**config.mk**
```make
export PLATFORM = sky130hd
export DESIGN_NAME = alt_trigger
export DESIGN_NICKNAME = d
export VERILOG_FILES = /design/src/alt_pkg.sv /design/src/alt_bus_line.sv /design/src/alt_trigger.sv
export SDC_FILE = /design/constraint.sdc
export NUM_CORES = 1
export LEC_CHECK = 0
export BUFFER_PORTS_ARGS = -buffer_cell sky130_fd_sc_hd__buf_2
export CORE_ASPECT_RATIO = 1.4
export CORE_MARGIN = 2
export CORE_UTILIZATION = 55
export CTS_CLUSTER_DIAMETER = 30
export DETAILED_ROUTE_END_ITERATION = 7
export PLACE_DENSITY_LB_ADDON = 0.15
export SKIP_CTS_REPAIR_TIMING = 1
export SLEW_MARGIN = 20
export SYNTH_ARGS = -nofsm -noshare
export SYNTH_HDL_FRONTEND = slang
export SYNTH_SLANG_ARGS = --single-unit
```
**constraint.sdc**
```tcl
create_clock -name mclk -period 5.32 [get_ports mclk]
set_input_delay 0.266 -clock mclk [delete_from_list [all_inputs] [get_ports mclk]]
set_output_delay 0.266 -clock mclk [all_outputs]
set_load 0.1 [all_outputs]
```
**src/alt_pkg.sv**
```systemverilog
// Constants, types and register map of the analog level trigger
package alt_pkg;

    localparam int          ALT_DATA_W   = 16;
    localparam int          ALT_CHANNELS = 4;
    localparam int          ALT_CHAN_W   = 2;
    localparam int          ALT_LINES    = 7;
    localparam int          ALT_TSIGS    = 8;
    localparam int          ALT_TSEL_W   = 3;

    // Register byte addresses
    localparam logic [7:0]  ALT_OFF_CTRL   = 8'h00;
    localparam logic [7:0]  ALT_OFF_LOWER  = 8'h04;
    localparam logic [7:0]  ALT_OFF_UPPER  = 8'h08;
    localparam logic [7:0]  ALT_OFF_SWTRIG = 8'h0C;
    localparam logic [7:0]  ALT_OFF_STATUS = 8'h10;
    localparam logic [7:0]  ALT_OFF_BUSDRV = 8'h14;
    localparam logic [7:0]  ALT_OFF_BUSSEL = 8'h18;
    localparam logic [7:0]  ALT_OFF_SECSEL = 8'h1C;

    // Control register fields
    localparam int          ALT_CTRL_ARM      = 0;
    localparam int          ALT_CTRL_MODE_LO  = 1;
    localparam int          ALT_CTRL_CHAN_LO  = 4;
    localparam int          ALT_CTRL_EXT_POL  = 6;
    localparam int          ALT_CTRL_EXT_EDGE = 7;
    localparam int          ALT_CTRL_EXT_BUS  = 8;
    localparam int          ALT_CTRL_EXT_LINE = 9;
    localparam int          ALT_CTRL_ST_LVL   = 12;
    localparam int          ALT_CTRL_ST_SW    = 13;
    localparam int          ALT_CTRL_ST_EXT   = 14;
    localparam int          ALT_CTRL_W        = 15;

    // Status register fields
    localparam int          ALT_STAT_HARM   = 0;
    localparam int          ALT_STAT_FIRED  = 1;
    localparam int          ALT_STAT_EXT    = 2;
    localparam int          ALT_STAT_SAMP   = 16;

    // Internal timing signal indices
    localparam int          ALT_TS_LEVEL = 0;
    localparam int          ALT_TS_SW    = 1;
    localparam int          ALT_TS_EXT   = 2;
    localparam int          ALT_TS_START = 3;
    localparam int          ALT_TS_PART  = 4;
    localparam int          ALT_PART_W   = 4;

    // Section source codes
    localparam logic [1:0]  ALT_SRC_START = 2'h0;
    localparam logic [1:0]  ALT_SRC_LEVEL = 2'h1;
    localparam logic [1:0]  ALT_SRC_SW    = 2'h2;
    localparam logic [1:0]  ALT_SRC_EXT   = 2'h3;
    localparam int          ALT_SECTIONS  = 3;

    localparam logic [31:0] ALT_CTRL_RST   = 32'h0000_0000;
    localparam logic [15:0] ALT_LOWER_RST  = 16'h0000;
    localparam logic [15:0] ALT_UPPER_RST  = 16'h0000;

    typedef enum logic [2:0] {
        MODE_BELOW,
        MODE_ABOVE,
        MODE_INSIDE,
        MODE_HYST_HIGH,
        MODE_HYST_LOW
    } alt_mode_type;

    typedef struct packed {
        logic                                      valid;
        logic [ALT_CHANNELS-1:0][ALT_DATA_W-1:0]   data;
    } alt_sample_type;

    typedef struct packed {
        logic        psel;
        logic        penable;
        logic        pwrite;
        logic [7:0]  paddr;
        logic [31:0] pwdata;
    } alt_apb_req_type;

endpackage

```
**src/alt_bus_line.sv**
```systemverilog
// One bidirectional inter-device timing bus line
`timescale 1ns/1ps
module alt_bus_line
    import alt_pkg::*;
(
    // Clock and reset
    input  wire logic                  mclk,
    input  wire logic                  rst,
    // Configuration
    input  wire logic                  drive,
    input  wire logic [ALT_TSEL_W-1:0] sel,
    input  wire logic [ALT_TSIGS-1:0]  tsig,
    // Pin
    input  wire logic                  line_in,
    output logic                       line_out,
    output logic                       line_oe_n,
    // Received level
    output logic                       rx
);

    logic sync_a;

    // Driven value registered so the pin never glitches
    always_ff @(posedge mclk or posedge rst) begin
        if (rst) begin
            line_out  <= 1'b0;
            line_oe_n <= 1'b1;
        end else begin
            line_out  <= tsig[sel];
            line_oe_n <= ~drive;
        end
    end

    // Two-stage synchroniser on the received level
    always_ff @(posedge mclk or posedge rst) begin
        if (rst) begin
            sync_a <= 1'b0;
            rx     <= 1'b0;
        end else begin
            sync_a <= line_in;
            rx     <= sync_a;
        end
    end

endmodule

```
**src/alt_trigger.sv**
```systemverilog
// Level, software and external trigger unit with APB registers
// Functional notes
// - one channel selected as level source
// - source channel data path left untouched
// - full 16-bit threshold versus 16-bit sample
// - samples and thresholds compared as signed
// - threshold step equals one sample code
// - evaluate only on sample strobe cycles
// - level trigger selectable by every section
// - five modes, independent lower and upper
// - below-low fires when sample below lower
// - above-high fires when sample above upper
// - inside-region fires between both thresholds
// - high-hysteresis fires above upper threshold
// - low-hysteresis fires below lower threshold
// - timing uncertainty at most one sample
// - software and external triggers start acquisition
// - external trigger polarity and sense programmable
// - external trigger shared over timing bus
// - seven lines drive or receive eight signals
//
// The implementer's own choices: register access over APB and the address map.
`timescale 1ns/1ps
module alt_trigger
    import alt_pkg::*;
(
    // Clock and reset
    input  wire logic                  mclk,
    input  wire logic                  rst,
    // APB slave
    input  wire alt_apb_req_type       apb_req,
    output logic [31:0]                prdata,
    output logic                       pready,
    output logic                       pslverr,
    // Converter samples
    input  wire alt_sample_type        sample,
    // External trigger pin
    input  wire logic                  ext_trig_pin,
    // Timing signals from the partner sections
    input  wire logic [ALT_PART_W-1:0] partner_timing,
    // Inter-device timing bus
    input  wire logic [ALT_LINES-1:0]  bus_in,
    output logic [ALT_LINES-1:0]       bus_out,
    output logic [ALT_LINES-1:0]       bus_oe_n,
    output logic [ALT_LINES-1:0]       bus_rx,
    // Triggers to the timing sections
    output logic                       level_trig,
    output logic                       start_trig,
    output logic                       ai_trig,
    output logic                       ao_trig,
    output logic                       ctr_trig
);

    logic [ALT_CTRL_W-1:0]             ctrl;
    logic signed [ALT_DATA_W-1:0]      lower_threshold;
    logic signed [ALT_DATA_W-1:0]      upper_threshold;
    logic [ALT_LINES-1:0]              bus_drive;
    logic [ALT_LINES*ALT_TSEL_W-1:0]   bus_sel;
    logic [2*ALT_SECTIONS-1:0]         sec_sel;
    logic                              sw_trig;
    logic                              hyst_armed;
    logic                              fired;
    logic signed [ALT_DATA_W-1:0]      last_sample;
    logic                              ext_sync_a;
    logic                              ext_sync_b;
    logic                              ext_prev;
    logic                              ext_trig;
    logic [ALT_TSIGS-1:0]              tsig;
    logic                              wr_en;
    logic                              rd_en;
    logic                              addr_ok;
    logic [31:0]                       next_rdata;
    logic signed [ALT_DATA_W-1:0]      src_sample;
    logic                              below;
    logic                              above;
    logic                              hit;
    logic                              ext_level;
    logic                              ext_raw;
    logic                              next_ext_trig;
    logic [ALT_TSEL_W-1:0]             ext_line;
    alt_mode_type                      mode;

    assign mode     = alt_mode_type'(ctrl[ALT_CTRL_MODE_LO +: 3]);
    assign ext_line = ctrl[ALT_CTRL_EXT_LINE +: ALT_TSEL_W];

    // APB decode, zero wait states
    assign wr_en  = apb_req.psel & apb_req.penable & apb_req.pwrite;
    assign rd_en  = apb_req.psel & ~apb_req.penable & ~apb_req.pwrite;
    assign pready = apb_req.psel & apb_req.penable;

    always_comb begin
        unique case (apb_req.paddr)
            ALT_OFF_CTRL, ALT_OFF_LOWER, ALT_OFF_UPPER, ALT_OFF_SWTRIG,
            ALT_OFF_STATUS, ALT_OFF_BUSDRV, ALT_OFF_BUSSEL,
            ALT_OFF_SECSEL: addr_ok = 1'b1;
            default:        addr_ok = 1'b0;
        endcase
    end

    assign pslverr = pready & ~addr_ok;

    always_comb begin
        next_rdata = 32'h0000_0000;
        unique case (apb_req.paddr)
            ALT_OFF_CTRL:
                next_rdata[ALT_CTRL_W-1:0] = ctrl;
            ALT_OFF_LOWER:
                next_rdata[ALT_DATA_W-1:0] = lower_threshold;
            ALT_OFF_UPPER:
                next_rdata[ALT_DATA_W-1:0] = upper_threshold;
            ALT_OFF_STATUS: begin
                next_rdata[ALT_STAT_HARM]  = hyst_armed;
                next_rdata[ALT_STAT_FIRED] = fired;
                next_rdata[ALT_STAT_EXT]   = ext_level;
                next_rdata[ALT_STAT_SAMP +: ALT_DATA_W] = last_sample;
            end
            ALT_OFF_BUSDRV:
                next_rdata[ALT_LINES-1:0] = bus_drive;
            ALT_OFF_BUSSEL:
                next_rdata[ALT_LINES*ALT_TSEL_W-1:0] = bus_sel;
            ALT_OFF_SECSEL:
                next_rdata[2*ALT_SECTIONS-1:0] = sec_sel;
            default:
                next_rdata = 32'h0000_0000;
        endcase
    end

    always_ff @(posedge mclk or posedge rst) begin
        if (rst) begin
            prdata <= 32'h0000_0000;
        end else if (rd_en) begin
            prdata <= next_rdata;
        end
    end

    // Configuration registers
    always_ff @(posedge mclk or posedge rst) begin
        if (rst) begin
            ctrl            <= ALT_CTRL_RST[ALT_CTRL_W-1:0];
            lower_threshold <= ALT_LOWER_RST;
            upper_threshold <= ALT_UPPER_RST;
            bus_drive       <= '0;
            bus_sel         <= '0;
            sec_sel         <= '0;
        end else if (wr_en) begin
            unique case (apb_req.paddr)
                ALT_OFF_CTRL:
                    ctrl <= apb_req.pwdata[ALT_CTRL_W-1:0];
                ALT_OFF_LOWER:
                    lower_threshold <= apb_req.pwdata[ALT_DATA_W-1:0];
                ALT_OFF_UPPER:
                    upper_threshold <= apb_req.pwdata[ALT_DATA_W-1:0];
                ALT_OFF_BUSDRV:
                    bus_drive <= apb_req.pwdata[ALT_LINES-1:0];
                ALT_OFF_BUSSEL:
                    bus_sel <= apb_req.pwdata[ALT_LINES*ALT_TSEL_W-1:0];
                ALT_OFF_SECSEL:
                    sec_sel <= apb_req.pwdata[2*ALT_SECTIONS-1:0];
                default: ;
            endcase
        end
    end

    // Software trigger command, one-cycle pulse
    always_ff @(posedge mclk or posedge rst) begin
        if (rst) begin
            sw_trig <= 1'b0;
        end else begin
            sw_trig <= wr_en & (apb_req.paddr == ALT_OFF_SWTRIG)
                       & apb_req.pwdata[0];
        end
    end

    // Tap of the selected channel only; samples pass on unchanged
    assign src_sample =
        sample.data[ctrl[ALT_CTRL_CHAN_LO +: ALT_CHAN_W]];
    assign below = src_sample < lower_threshold;
    assign above = src_sample > upper_threshold;

    always_comb begin
        unique case (mode)
            MODE_BELOW:     hit = below;
            MODE_ABOVE:     hit = above;
            MODE_INSIDE:    hit = ~below & ~above;
            MODE_HYST_HIGH: hit = above & hyst_armed;
            MODE_HYST_LOW:  hit = below & hyst_armed;
            default:        hit = 1'b0;
        endcase
    end

    // Level trigger pulse follows the qualifying strobe by one edge
    always_ff @(posedge mclk or posedge rst) begin
        if (rst) begin
            level_trig <= 1'b0;
        end else begin
            level_trig <= sample.valid & hit
                          & ctrl[ALT_CTRL_ARM];
        end
    end

    // Hysteresis arm state, reset while disarmed
    always_ff @(posedge mclk or posedge rst) begin
        if (rst) begin
            hyst_armed <= 1'b1;
        end else if (!ctrl[ALT_CTRL_ARM]) begin
            hyst_armed <= 1'b1;
        end else if (sample.valid) begin
            if (mode == MODE_HYST_HIGH) begin
                if (hyst_armed && above) begin
                    hyst_armed <= 1'b0;
                end else if (below) begin
                    hyst_armed <= 1'b1;
                end
            end else if (mode == MODE_HYST_LOW) begin
                if (hyst_armed && below) begin
                    hyst_armed <= 1'b0;
                end else if (above) begin
                    hyst_armed <= 1'b1;
                end
            end else begin
                hyst_armed <= 1'b1;
            end
        end
    end

    // Sticky fired flag, write one to clear; a new pulse wins
    always_ff @(posedge mclk or posedge rst) begin
        if (rst) begin
            fired <= 1'b0;
        end else if (level_trig) begin
            fired <= 1'b1;
        end else if (wr_en && apb_req.paddr == ALT_OFF_STATUS
                     && apb_req.pwdata[ALT_STAT_FIRED]) begin
            fired <= 1'b0;
        end
    end

    always_ff @(posedge mclk or posedge rst) begin
        if (rst) begin
            last_sample <= '0;
        end else if (sample.valid) begin
            last_sample <= src_sample;
        end
    end

    // External trigger pin synchroniser
    always_ff @(posedge mclk or posedge rst) begin
        if (rst) begin
            ext_sync_a <= 1'b0;
            ext_sync_b <= 1'b0;
        end else begin
            ext_sync_a <= ext_trig_pin;
            ext_sync_b <= ext_sync_a;
        end
    end

    // Pin or a received bus line, then polarity
    always_comb begin
        if (ctrl[ALT_CTRL_EXT_BUS] && ext_line < ALT_TSEL_W'(ALT_LINES)) begin
            ext_raw = bus_rx[ext_line];
        end else begin
            ext_raw = ext_sync_b;
        end
    end

    assign ext_level = ext_raw ^ ctrl[ALT_CTRL_EXT_POL];

    always_comb begin
        if (ctrl[ALT_CTRL_EXT_EDGE]) begin
            next_ext_trig = ext_level & ~ext_prev;
        end else begin
            next_ext_trig = ext_level;
        end
    end

    always_ff @(posedge mclk or posedge rst) begin
        if (rst) begin
            ext_prev <= 1'b0;
            ext_trig <= 1'b0;
        end else begin
            ext_prev <= ext_level;
            ext_trig <= next_ext_trig;
        end
    end

    // Combined start of an acquisition sequence
    always_ff @(posedge mclk or posedge rst) begin
        if (rst) begin
            start_trig <= 1'b0;
        end else begin
            start_trig <= (level_trig & ctrl[ALT_CTRL_ST_LVL])
                        | (sw_trig & ctrl[ALT_CTRL_ST_SW])
                        | (ext_trig & ctrl[ALT_CTRL_ST_EXT]);
        end
    end

    // Sources passed as arguments so the assigns follow them
    logic [3:0]                        sec_src;
    assign sec_src[ALT_SRC_START] = start_trig;
    assign sec_src[ALT_SRC_LEVEL] = level_trig;
    assign sec_src[ALT_SRC_SW]    = sw_trig;
    assign sec_src[ALT_SRC_EXT]   = ext_trig;
    function automatic logic pick_src(input logic [1:0] code,
                                      input logic [3:0] srcs);
        pick_src = srcs[code];
    endfunction

    assign ai_trig  = pick_src(sec_sel[1:0], sec_src);
    assign ao_trig  = pick_src(sec_sel[3:2], sec_src);
    assign ctr_trig = pick_src(sec_sel[5:4], sec_src);

    // Eight internal timing signals offered to the bus lines
    assign tsig[ALT_TS_LEVEL] = level_trig;
    assign tsig[ALT_TS_SW]    = sw_trig;
    assign tsig[ALT_TS_EXT]   = ext_trig;
    assign tsig[ALT_TS_START] = start_trig;
    assign tsig[ALT_TS_PART +: ALT_PART_W] = partner_timing;

    genvar gi;
    generate
        for (gi = 0; gi < ALT_LINES; gi++) begin : g_line
            alt_bus_line u_line (
                .mclk      (mclk),
                .rst       (rst),
                .drive     (bus_drive[gi]),
                .sel       (bus_sel[gi*ALT_TSEL_W +: ALT_TSEL_W]),
                .tsig      (tsig),
                .line_in   (bus_in[gi]),
                .line_out  (bus_out[gi]),
                .line_oe_n (bus_oe_n[gi]),
                .rx        (bus_rx[gi])
            );
        end
    endgenerate

endmodule

```
### Word level (Yosys, flattened, before mapping)

Memories as Yosys holds them, arrays and structs flattened.
Index checks and enable logic that the tools add are counted.

| storage, ports and cells | value |
|---|---|
| bits in read-only memories | 32 |
| memories kept | 1 |
| bits in registers | 166 |
| input bits | 122 |
| output and inout port bits | 60 |
| logic and storage cells | 168 |

| operators by class | value |
|---|---|
| reductions and logical operators | 16 |
| $lt $le $gt $ge | 15 |
| multiplexer cells | 45 |
| equal/unequal tests | 14 |
| bitwise gates (word level) | 32 |

Memories:

| memory | words | width | read ports | clocked after Yosys merged registers in | wr ports | RTL line | text |
|---|---|---|---|---|---|---|---|
| (no name shown) | 32 | 1 | 1 | 0 | 0 | alt_trigger.sv:92 | `unique case (apb_req.paddr)` |

Operators by type and width:

| kind | count |
|---|---|
| binary-select mux 16 bit (select 2 bit) | 1 |
| equality test 8 x 5 -> 1 bit (second input constant) | 4 |
| less-than comparator 3 x 4 -> 1 bit (second input constant) | 8 |
| one-hot mux 8 bit (4 select lines) | 1 |
| binary-select mux 1 bit (select 3 bit) | 8 |
| 2-to-1 mux 1 bit | 24 |
| one-hot mux 3 bit (7 select lines) | 1 |
| one-hot mux 3 bit (6 select lines) | 1 |
| bitwise AND 1 bit | 16 |
| equality test 8 x 4 -> 1 bit (second input constant) | 2 |
| greater-than comparator 16 bit | 1 |
| less-than comparator 16 bit | 1 |
| 2-to-1 mux 16 bit | 1 |
| NOT 1 bit | 13 |
| less-than comparator 2 x 3 -> 1 bit (second input constant) | 4 |
| AND reduction 2 bit | 6 |
| 2-to-1 mux 11 bit | 1 |
| one-hot mux 1 bit (5 select lines) | 2 |
| one-hot mux 5 bit (2 select lines) | 1 |
| equality test 8 x 3 -> 1 bit (second input constant) | 1 |
| logical NOT 8 bit | 1 |
| binary-select mux 1 bit (select 2 bit) | 3 |
| equality test 3 x 2 -> 1 bit (second input constant) | 2 |
| logical NOT 3 bit | 2 |
| 12 further kinds | 17 |

### Depth between registers and ports, before layout

Gate-level depths: netlist (run 1).

| depth | value |
|---|---|
| depth in word-level cells | 9 |
| mapped depth | 11 |

### By module

Synthesis (run 1) repeated with hierarchy kept, for this count alone.

| unflattened totals | value |
|---|---|
| cells, all modules | 684 |
| area, all modules | 8595.7 um^2 |

Modules (own cells, without submodules):

| module | cells each | times used | area each (um^2) |
|---|---|---|---|
| alt_trigger | 621 | 1 | 7387.1 |
| alt_bus_line | 9 | 7 | 172.7 |

### Least setup slack after synthesis (run 1)

Ideal clock, no wire load.

| path | value |
|---|---|
| path kind | input -> output |
| start point | in apb_req[42] (netlist bit) |
| end point | out pslverr |
| path buffers | 0 |
| arrival | 3.305 ns |
| cell stages on the path | 2 |
| slack | 1.749 ns |
| cell sequence | and2_1 > a21boi_0 |

| on the way | value |
|---|---|
| longest elaborated chain between the ends | 2 |

RTL lines:

| item | RTL line | text |
|---|---|---|
| start, declared | alt_trigger.sv:31 | `input wire alt_apb_req_type apb_req,` |
| bitwise AND 1 bit | alt_trigger.sv:89 | `assign pready = apb_req.psel & apb_req.penable;` |
| bitwise AND 1 bit | alt_trigger.sv:100 | `assign pslverr = pready & ~addr_ok;` |
| end, declared | alt_trigger.sv:34 | `output logic pslverr,` |

Every way passes these cells.

### Worst setup path after layout (run 1)

| path | value |
|---|---|
| start point | reg ctrl[4] |
| end point | reg level_trig |

| on the way | value |
|---|---|
| longest elaborated chain between the ends | 8 |
| elaborated cells on any way between the ends | 12 |
| classes of those cells | 2 x order compare; 3 x mux; 7 x bitwise |

RTL lines:

| item | RTL line | text |
|---|---|---|
| start, declared | alt_trigger.sv:54 | `logic [ALT_CTRL_W-1:0] ctrl;` |
| start signal, assigned | alt_trigger.sv:139 | `ctrl <= ALT_CTRL_RST[ALT_CTRL_W-1:0];` |
| start signal, assigned | alt_trigger.sv:148 | `ctrl <= apb_req.pwdata[ALT_CTRL_W-1:0];` |
| binary-select mux 16 bit (select 2 bit) (*) | alt_trigger.sv:176 | `sample.data[ctrl[ALT_CTRL_CHAN_LO +: ALT_CHAN_W]];` |
| 2-to-1 mux 16 bit (implied by the code) (*) | alt_trigger.sv:176 |  |
| named net src_sample[9] | alt_trigger.sv:73 | `logic signed [ALT_DATA_W-1:0] src_sample;` |
| less-than comparator 16 bit or greater-than comparator 16 bit (tied branches) | alt_trigger.sv:177, alt_trigger.sv:178 |  |
| NOT 1 bit | alt_trigger.sv:184 | `MODE_INSIDE: hit = ~below & ~above;` |
| bitwise AND 1 bit | alt_trigger.sv:184 |  |
| one-hot mux 1 bit (5 select lines) (*) | alt_trigger.sv:181 | `unique case (mode)` |
| bitwise AND 1 bit (*) | alt_trigger.sv:196 | `level_trig <= sample.valid & hit` |
| bitwise AND 1 bit (*) | alt_trigger.sv:197 | `& ctrl[ALT_CTRL_ARM];` |
| end signal, assigned | alt_trigger.sv:196 |  |
| end, declared | alt_trigger.sv:47 | `output logic level_trig,` |

Mark *: on every way through the listed nets, which the timed path passes. The rest lies on a longest branch. The select of a mux whose other input is x is not followed.
A chain may end at the register's enable or synchronous reset.

==> flow_metrics.tcl, run 1 <==
set metrics [dict create \
    num_vias 6340 \
    yosys_warnings 0 \
    post_synthesis_average_cell_area_sq_um 12.6 \
    clock_insertion_delay_at_the_later_pin_of_the_skew_report_ns 0.43 \
    synth_common_cells "dfrtp_1 (158), mux2_2 (107), nand2_1 (46), inv_1 (45), nor2_1 (32)" \
    gp_congestion 0.924 \
    seq_pwr_share_pct 44.8 \
    hp-class "primary input to register" \
    p_int_uw 2140 \
    setup_repair_after_global_routing_missed_its_margin "no" \
    die_h_microns 151 \
    synth-edff-count 0 \
    grt_first_pass_wirelength_microns 33900 \
    antenna_found_initial 0 \
    min_period_over_period_pct 70.4 \
    outcome "completed" \
    total_leakage_power_uw 0.00484 \
    dp_cells 994 \
    worstReg2RegEnd "level_trig" \
    cp.required_ns 5.63 \
    globalRouteTotalUtil_pct 27.9 \
    synth-seq-cells 166 \
    timing.fmax_mhz 267 \
    initial_utilization_pct 56.2 \
    largest_net_degree_at_the_start_of_global_routing 83 \
    syn_area_sq_mm 0.00845 \
    clock_sinks 166 \
    cts_tree "built" \
    post-route-drc-count 0 \
    port_buffers 170 \
    yosysMostFrequentCell "dfrtp_1" \
    preCtsSetupSlack_ns 1.62 \
    nets 983 \
    power.net_switching_uw 844 \
    area_taken_by_flip_flops_and_latches_sq_mm 0.00416 \
    clockPowerShare_pct 42.6 \
    tightest_slew_ns 0.905 \
    final-instance-count-excl-fill 1035 \
    ys_top_cells_by_area "dfrtp_1 (47%), mux2_2 (14%), mux4_2 (7.5%)" \
    dp_hpwl_microns 15900 \
    worst-r2r-cell-count 9 \
    number_of_max_slew_violations_in_the_final_report 0 \
    cts-root-buf "clkbuf_16" \
    critical_path_arrival_ns 4.05 \
    hold_viol_final 0 \
    routed_wire_length_microns 22100 \
    crit-reg2reg-launch "ctrl[4]" \
    worst_hold_startpoint "apb_req[20]" \
    worst_setup_path_end_kind "register" \
    detail_route.iter0.violations 370 \
    rows 53 \
    relSlewSlack_pct 39.5 \
    core-area_sq_mm 0.0151 \
    synth_nets 826 \
    power.share.switching_pct 28.3 \
    post_route_cells_drive_above_1_share_pct 42.9 \
    yosys.cell_types.count 56 \
    start_kind "register" \
    drv.max_cap_violation_count 0 \
    total_negative_slack_for_setup_checks_ns 0 \
    power.ir.vdd_worst_uv 205 \
    timing_worst_setup_path_type "register to register" \
    critical_path.max_fanout 13 \
    netlist_instances 673 \
    antenna_left 0 \
    cts.htree.levels 4 \
    power_frac_comb_pct 12.6 \
    synth.largest_area_cell "dfrtp_1" \
    total_power_consumption_of_the_routed_design_uw 2980 \
    routedWlPerCell_microns 21.4 \
    num-fill-cells 1128 \
    overflow 0 \
    synth_sequential_area_ratio_pct 49.3 \
    critical_path.startpoint "ctrl[4]" \
    final_cell_area_sq_mm 0.0100 \
    fin_worst_skew_ns 0.0130 \
    first_pass_iters 6 \
    setup_ws_ns 1.58 \
    dpl-instance-area_sq_mm 0.00934 \
    async_flop_share_pct 100 \
    timing.hold.worst_path_depth 2 \
    clk_transition_reported_paths_ns 0.07 \
    yosys_most_used_dff "dfrtp_1" \
    die_width_microns 109 \
    first_global_vias 6569 \
    io_pins 182 \
    cts-buffers-inserted 17 \
    antenna_cells 0 \
    finalSetupViolCount 0 \
    timing.final.crit_period_ns 3.74 \
    reg2reg_setup_slack_ns 1.58 \
    multi_input_area_sq_mm 0.00384 \
    maximum_clock_path_buffer_count 2 \
    hold_end "bus_sel[20]" \
    die-area_sq_mm 0.0164 \
    area.growth.synth_to_final_pct 18.8 \
    viasPerCell 6.13 \
    cellPowerDensity_mw_per_mm2 297 \
    synth_largest_type_area_fraction_pct 46.8 \
]
==> placed cells by master, fill, tap and decap left out, drive strengths merged, types with 20 or more instances in the layout <==
cell | synthesis | final
inv | 45 | 54
buf | 34 | 179
nor2 | 32 | 32
mux2 | 107 | 107
a22oi | 24 | 24
dfrtp | 158 | 158
nand3 | 20 | 20
ha | 31 | 31
nand2 | 46 | 46
mux4 | 34 | 34
==> metal layers <==
metal  global-route usage, %  up-vias  wire length, microns  part of all wire (%)
met2                    47.7      300                 11100                    50
met4                    14.1        0                   896                   4.1
li1                        -     2798                     -                     -
met5                       0        -                     0                     0
met3                    4.07       71                  1410                   6.4
met1                    34.2     3171                  8660                    39
==> state kept, by name (all words and copies together) (netlist names), 15 cells and up <==
name / count
prdata: 32
bus_sel: 21
last_sample: 16
lower_threshold: 16
upper_threshold: 16
ctrl: 15
==> worst max-delay path by stage <==
stage,endpoint,slack (ns),cells after the start
global placement,level_trig,1.70,9
finish,level_trig,1.58,9
floorplan,bus_drive[0],0.58,1
global route,level_trig,1.44,8
CTS,level_trig,1.61,9
detailed placement,level_trig,1.62,8
==> critical path, stage by stage (launching register included) <==
cell     delay (ns)
dfrtp_1        0.78
buf_4          0.30
mux4_1         0.67
ha_1           0.34
a21o_1         0.16
nand3_1        0.07
a21oi_1        0.10
or4_1          0.62
mux2_2         0.32
a211o_1        0.27
==> kinds of logic (layout without fill, tap and decap cells) <==
kind of cell | after synthesis | after routing | synth area share (%)
xor+xnor | 1 | 1 | 0.104
mux | 143 | 143 | 23.8
buf+inv | 95 | 265 | 5.39
simple gates | 134 | 134 | 7.53
compound gates | 103 | 103 | 9.32
flops | 166 | 166 | 49.3
fa+ha+maj | 31 | 31 | 4.59
==> through the flow <==
step	hold WS (ns)	utilization, %
2_1_floorplan	0.297	-
5_1_grt	0.0693	66.7
3_3_place_gp	0.220	62.0
6_report	0.0744	66.7
4_1_cts	-0.232	66.1
3_5_place_dp	0.224	62.0
==> final cells by class <==
class	count	share of cell area, %
Multi-Input combinational cell	412	38.3
Timing Repair Buffer	188	10.1
Clock inverter	15	1.83
Sequential cell	166	41.5
Tap cell	192	2.39
Clock buffer	17	4.24
Inverter	45	1.73
==> power by group through the flow <==
| stage | sequential [uW] | clock [uW] | combinational [uW] |
|---|---|---|---|
| 2_1_floorplan | 1440 | 0 | 178 |
| 3_3_place_gp | 1360 | 0 | 360 |
| 3_5_place_dp | 1360 | 0 | 371 |
| 4_1_cts | 1330 | 1280 | 372 |
| 5_1_grt | 1340 | 1340 | 403 |
| 6_report | 1330 | 1270 | 377 |
Note: power is estimated with default switching activity, not from simulation.
==> run 2, diff against run 1 <==
clock period = 3.5 ns   (was 5.32 ns; I/O delays follow)
==> run 2 against run 1 <==
Effect of this change: utilization up 0.66 points; the flow now finishes with violations (negative hold slack); sequential cell count did not move; wire length increased by 3.1%; clock-buffer cell count is the same; final cell count up 0.77%; clock power rose by 53%; die area stayed put; hold slack worse by 0.10 ns; clock skew down 0.0036 ns.
==> flow_metrics.tcl, run 2 (synthesis gave the netlist of run 1 again) <==
set metrics [dict create \
    outcome "finished with violations" \
    violations "negative hold slack" \
    num_vias 6404 \
    antenna_found_initial 1 \
    timing_worst_setup_path_type "register to register" \
    viasPerCell 6.14 \
    number_of_max_slew_violations_in_the_final_report 0 \
    finalSetupViolCount 0 \
    cellPowerDensity_mw_per_mm2 449 \
    cts.htree.levels 4 \
    final-instance-count-excl-fill 1043 \
    io_pins 182 \
    nets 991 \
    whs_ns -0.0272 \
    preCtsSetupSlack_ns 0.292 \
    timing.final.crit_period_ns 3.19 \
    rows 53 \
    maximum_clock_path_buffer_count 2 \
    port_buffers 170 \
    first_global_vias 6526 \
    routed_wire_length_microns 22800 \
    min_period_over_period_pct 91.3 \
    post_route_cells_drive_above_1_share_pct 43.0 \
    wl_met3_microns 1450 \
    setup_repair_after_global_routing_missed_its_margin "no" \
    routedWlPerCell_microns 21.9 \
    die_h_microns 151 \
    route.met2.wl_microns 12000 \
    dp_cells 999 \
    final_cell_area_sq_mm 0.0101 \
    largest_reg_flops 32 \
    power.ir.vdd_worst_uv 369 \
    num-fill-cells 1116 \
    worst_setup_path_end_kind "register" \
    area.growth.synth_to_final_pct 19.9 \
    hold_viol_final 6 \
    cp.required_ns 3.81 \
    largest_net_degree_at_the_start_of_global_routing 167 \
    timing.fmax_mhz 313 \
    antenna_cells 0 \
    gp_congestion 0.861 \
    total_negative_slack_for_setup_checks_ns 0 \
    total_power_consumption_of_the_routed_design_uw 4550 \
    highest_count_cells_in_the_layout_ignoring_fill_and_taps "buf_2 (170), dfrtp_1 (158), mux2_2 (107)" \
    globalRouteTotalUtil_pct 28.7 \
    cts_tree "built" \
    antenna_left 0 \
    critical_path_arrival_ns 3.51 \
    grt_first_pass_wirelength_microns 34900 \
    start_kind "register" \
    tightest_slew_ns 0.986 \
    drv.max_cap_violation_count 0 \
    die-area_sq_mm 0.0164 \
    cts-root-buf "clkbuf_16" \
    hp-class "primary input to async pin" \
    layout_commonest_cell "buf_2" \
    largest-register "prdata" \
    fin_worst_skew_ns 0.00947 \
    relSlewSlack_pct 34.1 \
    largest_registers "prdata (32), bus_sel (21)" \
    post_route_m1_wl_microns 8910 \
    dp_hpwl_microns 16200 \
    setup_ws_ns 0.306 \
    post-route-drc-count 0 \
    critical_path.max_fanout 17 \
    cts-buffers-inserted 17 \
    first_pass_iters 5 \
    clk_transition_reported_paths_ns 0.07 \
    highest-signal-layer "met4" \
    clock_sinks 166 \
    detail_route.iter0.violations 360 \
    initial_utilization_pct 56.2 \
    clock_insertion_delay_at_the_later_pin_of_the_skew_report_ns 0.43 \
    overflow 0 \
    die_width_microns 109 \
    total_leakage_power_uw 0.00489 \
    dpl-instance-area_sq_mm 0.00940 \
    core-area_sq_mm 0.0151 \
]
## run 2: cell type report
cell class                      instances  area, sq um  area share, %
Sequential cell                       166         4160           41.1
Multi-Input combinational cell        412         3840           37.9
Timing Repair Buffer                  196         1100           10.9
Clock buffer                           17          425           4.19
Tap cell                              192          240           2.37
Clock inverter                         15          198           1.95
Inverter                               45          173           1.70
## run 2: path summary, 6_finish.rpt
path                       depth (start not counted)                    start  slack (ns)             endpoint
hold reg to reg                                    0  g_line[5].u_line.sync_a        0.35  g_line[5].u_line.rx
setup / recovery                                   9                  ctrl[4]        0.31           level_trig
max in group asynchronous                          3                      rst        2.82          bus_sel[11]
min in group mclk                                  2              apb_req[16]           0          bus_sel[16]
hold / removal                                     3                      rst       -0.03           prdata[20]
setup reg to reg                                   9                  ctrl[4]        0.31           level_trig
## run 2: stage by stage
| stage | utilization (%) | hold slack [ns] |
|---|---|---|
| 3_5_place_dp | 62.4 | 0.284 |
| 4_1_cts | 66.6 | -0.174 |
| 2_1_floorplan | - | 0.206 |
| 3_3_place_gp | 62.4 | 0.283 |
| 5_1_grt | 67.4 | 0.00732 |
| 6_report | 67.4 | -0.0272 |
## run 2: report_power, final
| group | leakage [uW] | total, uW | switching, uW | internal, uW |
|---|---|---|---|---|
| sequential | 0.00219 | 2030 | 43.9 | 1980 |
| clock | 0.000305 | 1940 | 904 | 1040 |
| combinational | 0.00239 | 578 | 397 | 182 |
| total | 0.00489 | 4550 | 1350 | 3210 |
## run 2: metal layers
metal,vias to the layer above,GRT usage [%]
li1,2833,-
met1,3274,35.4
met2,260,50.3
met3,37,5.76
met4,0,9.10
met5,-,0
## run 2: critical path, stage by stage, from the launching register on
cell	delay (ns)
dfrtp_1	0.40
buf_12	0.20
mux4_1	0.65
ha_1	0.33
a21o_1	0.16
nand3_1	0.07
a21oi_1	0.08
or4_1	0.61
mux2_2	0.31
a211o_1	0.26
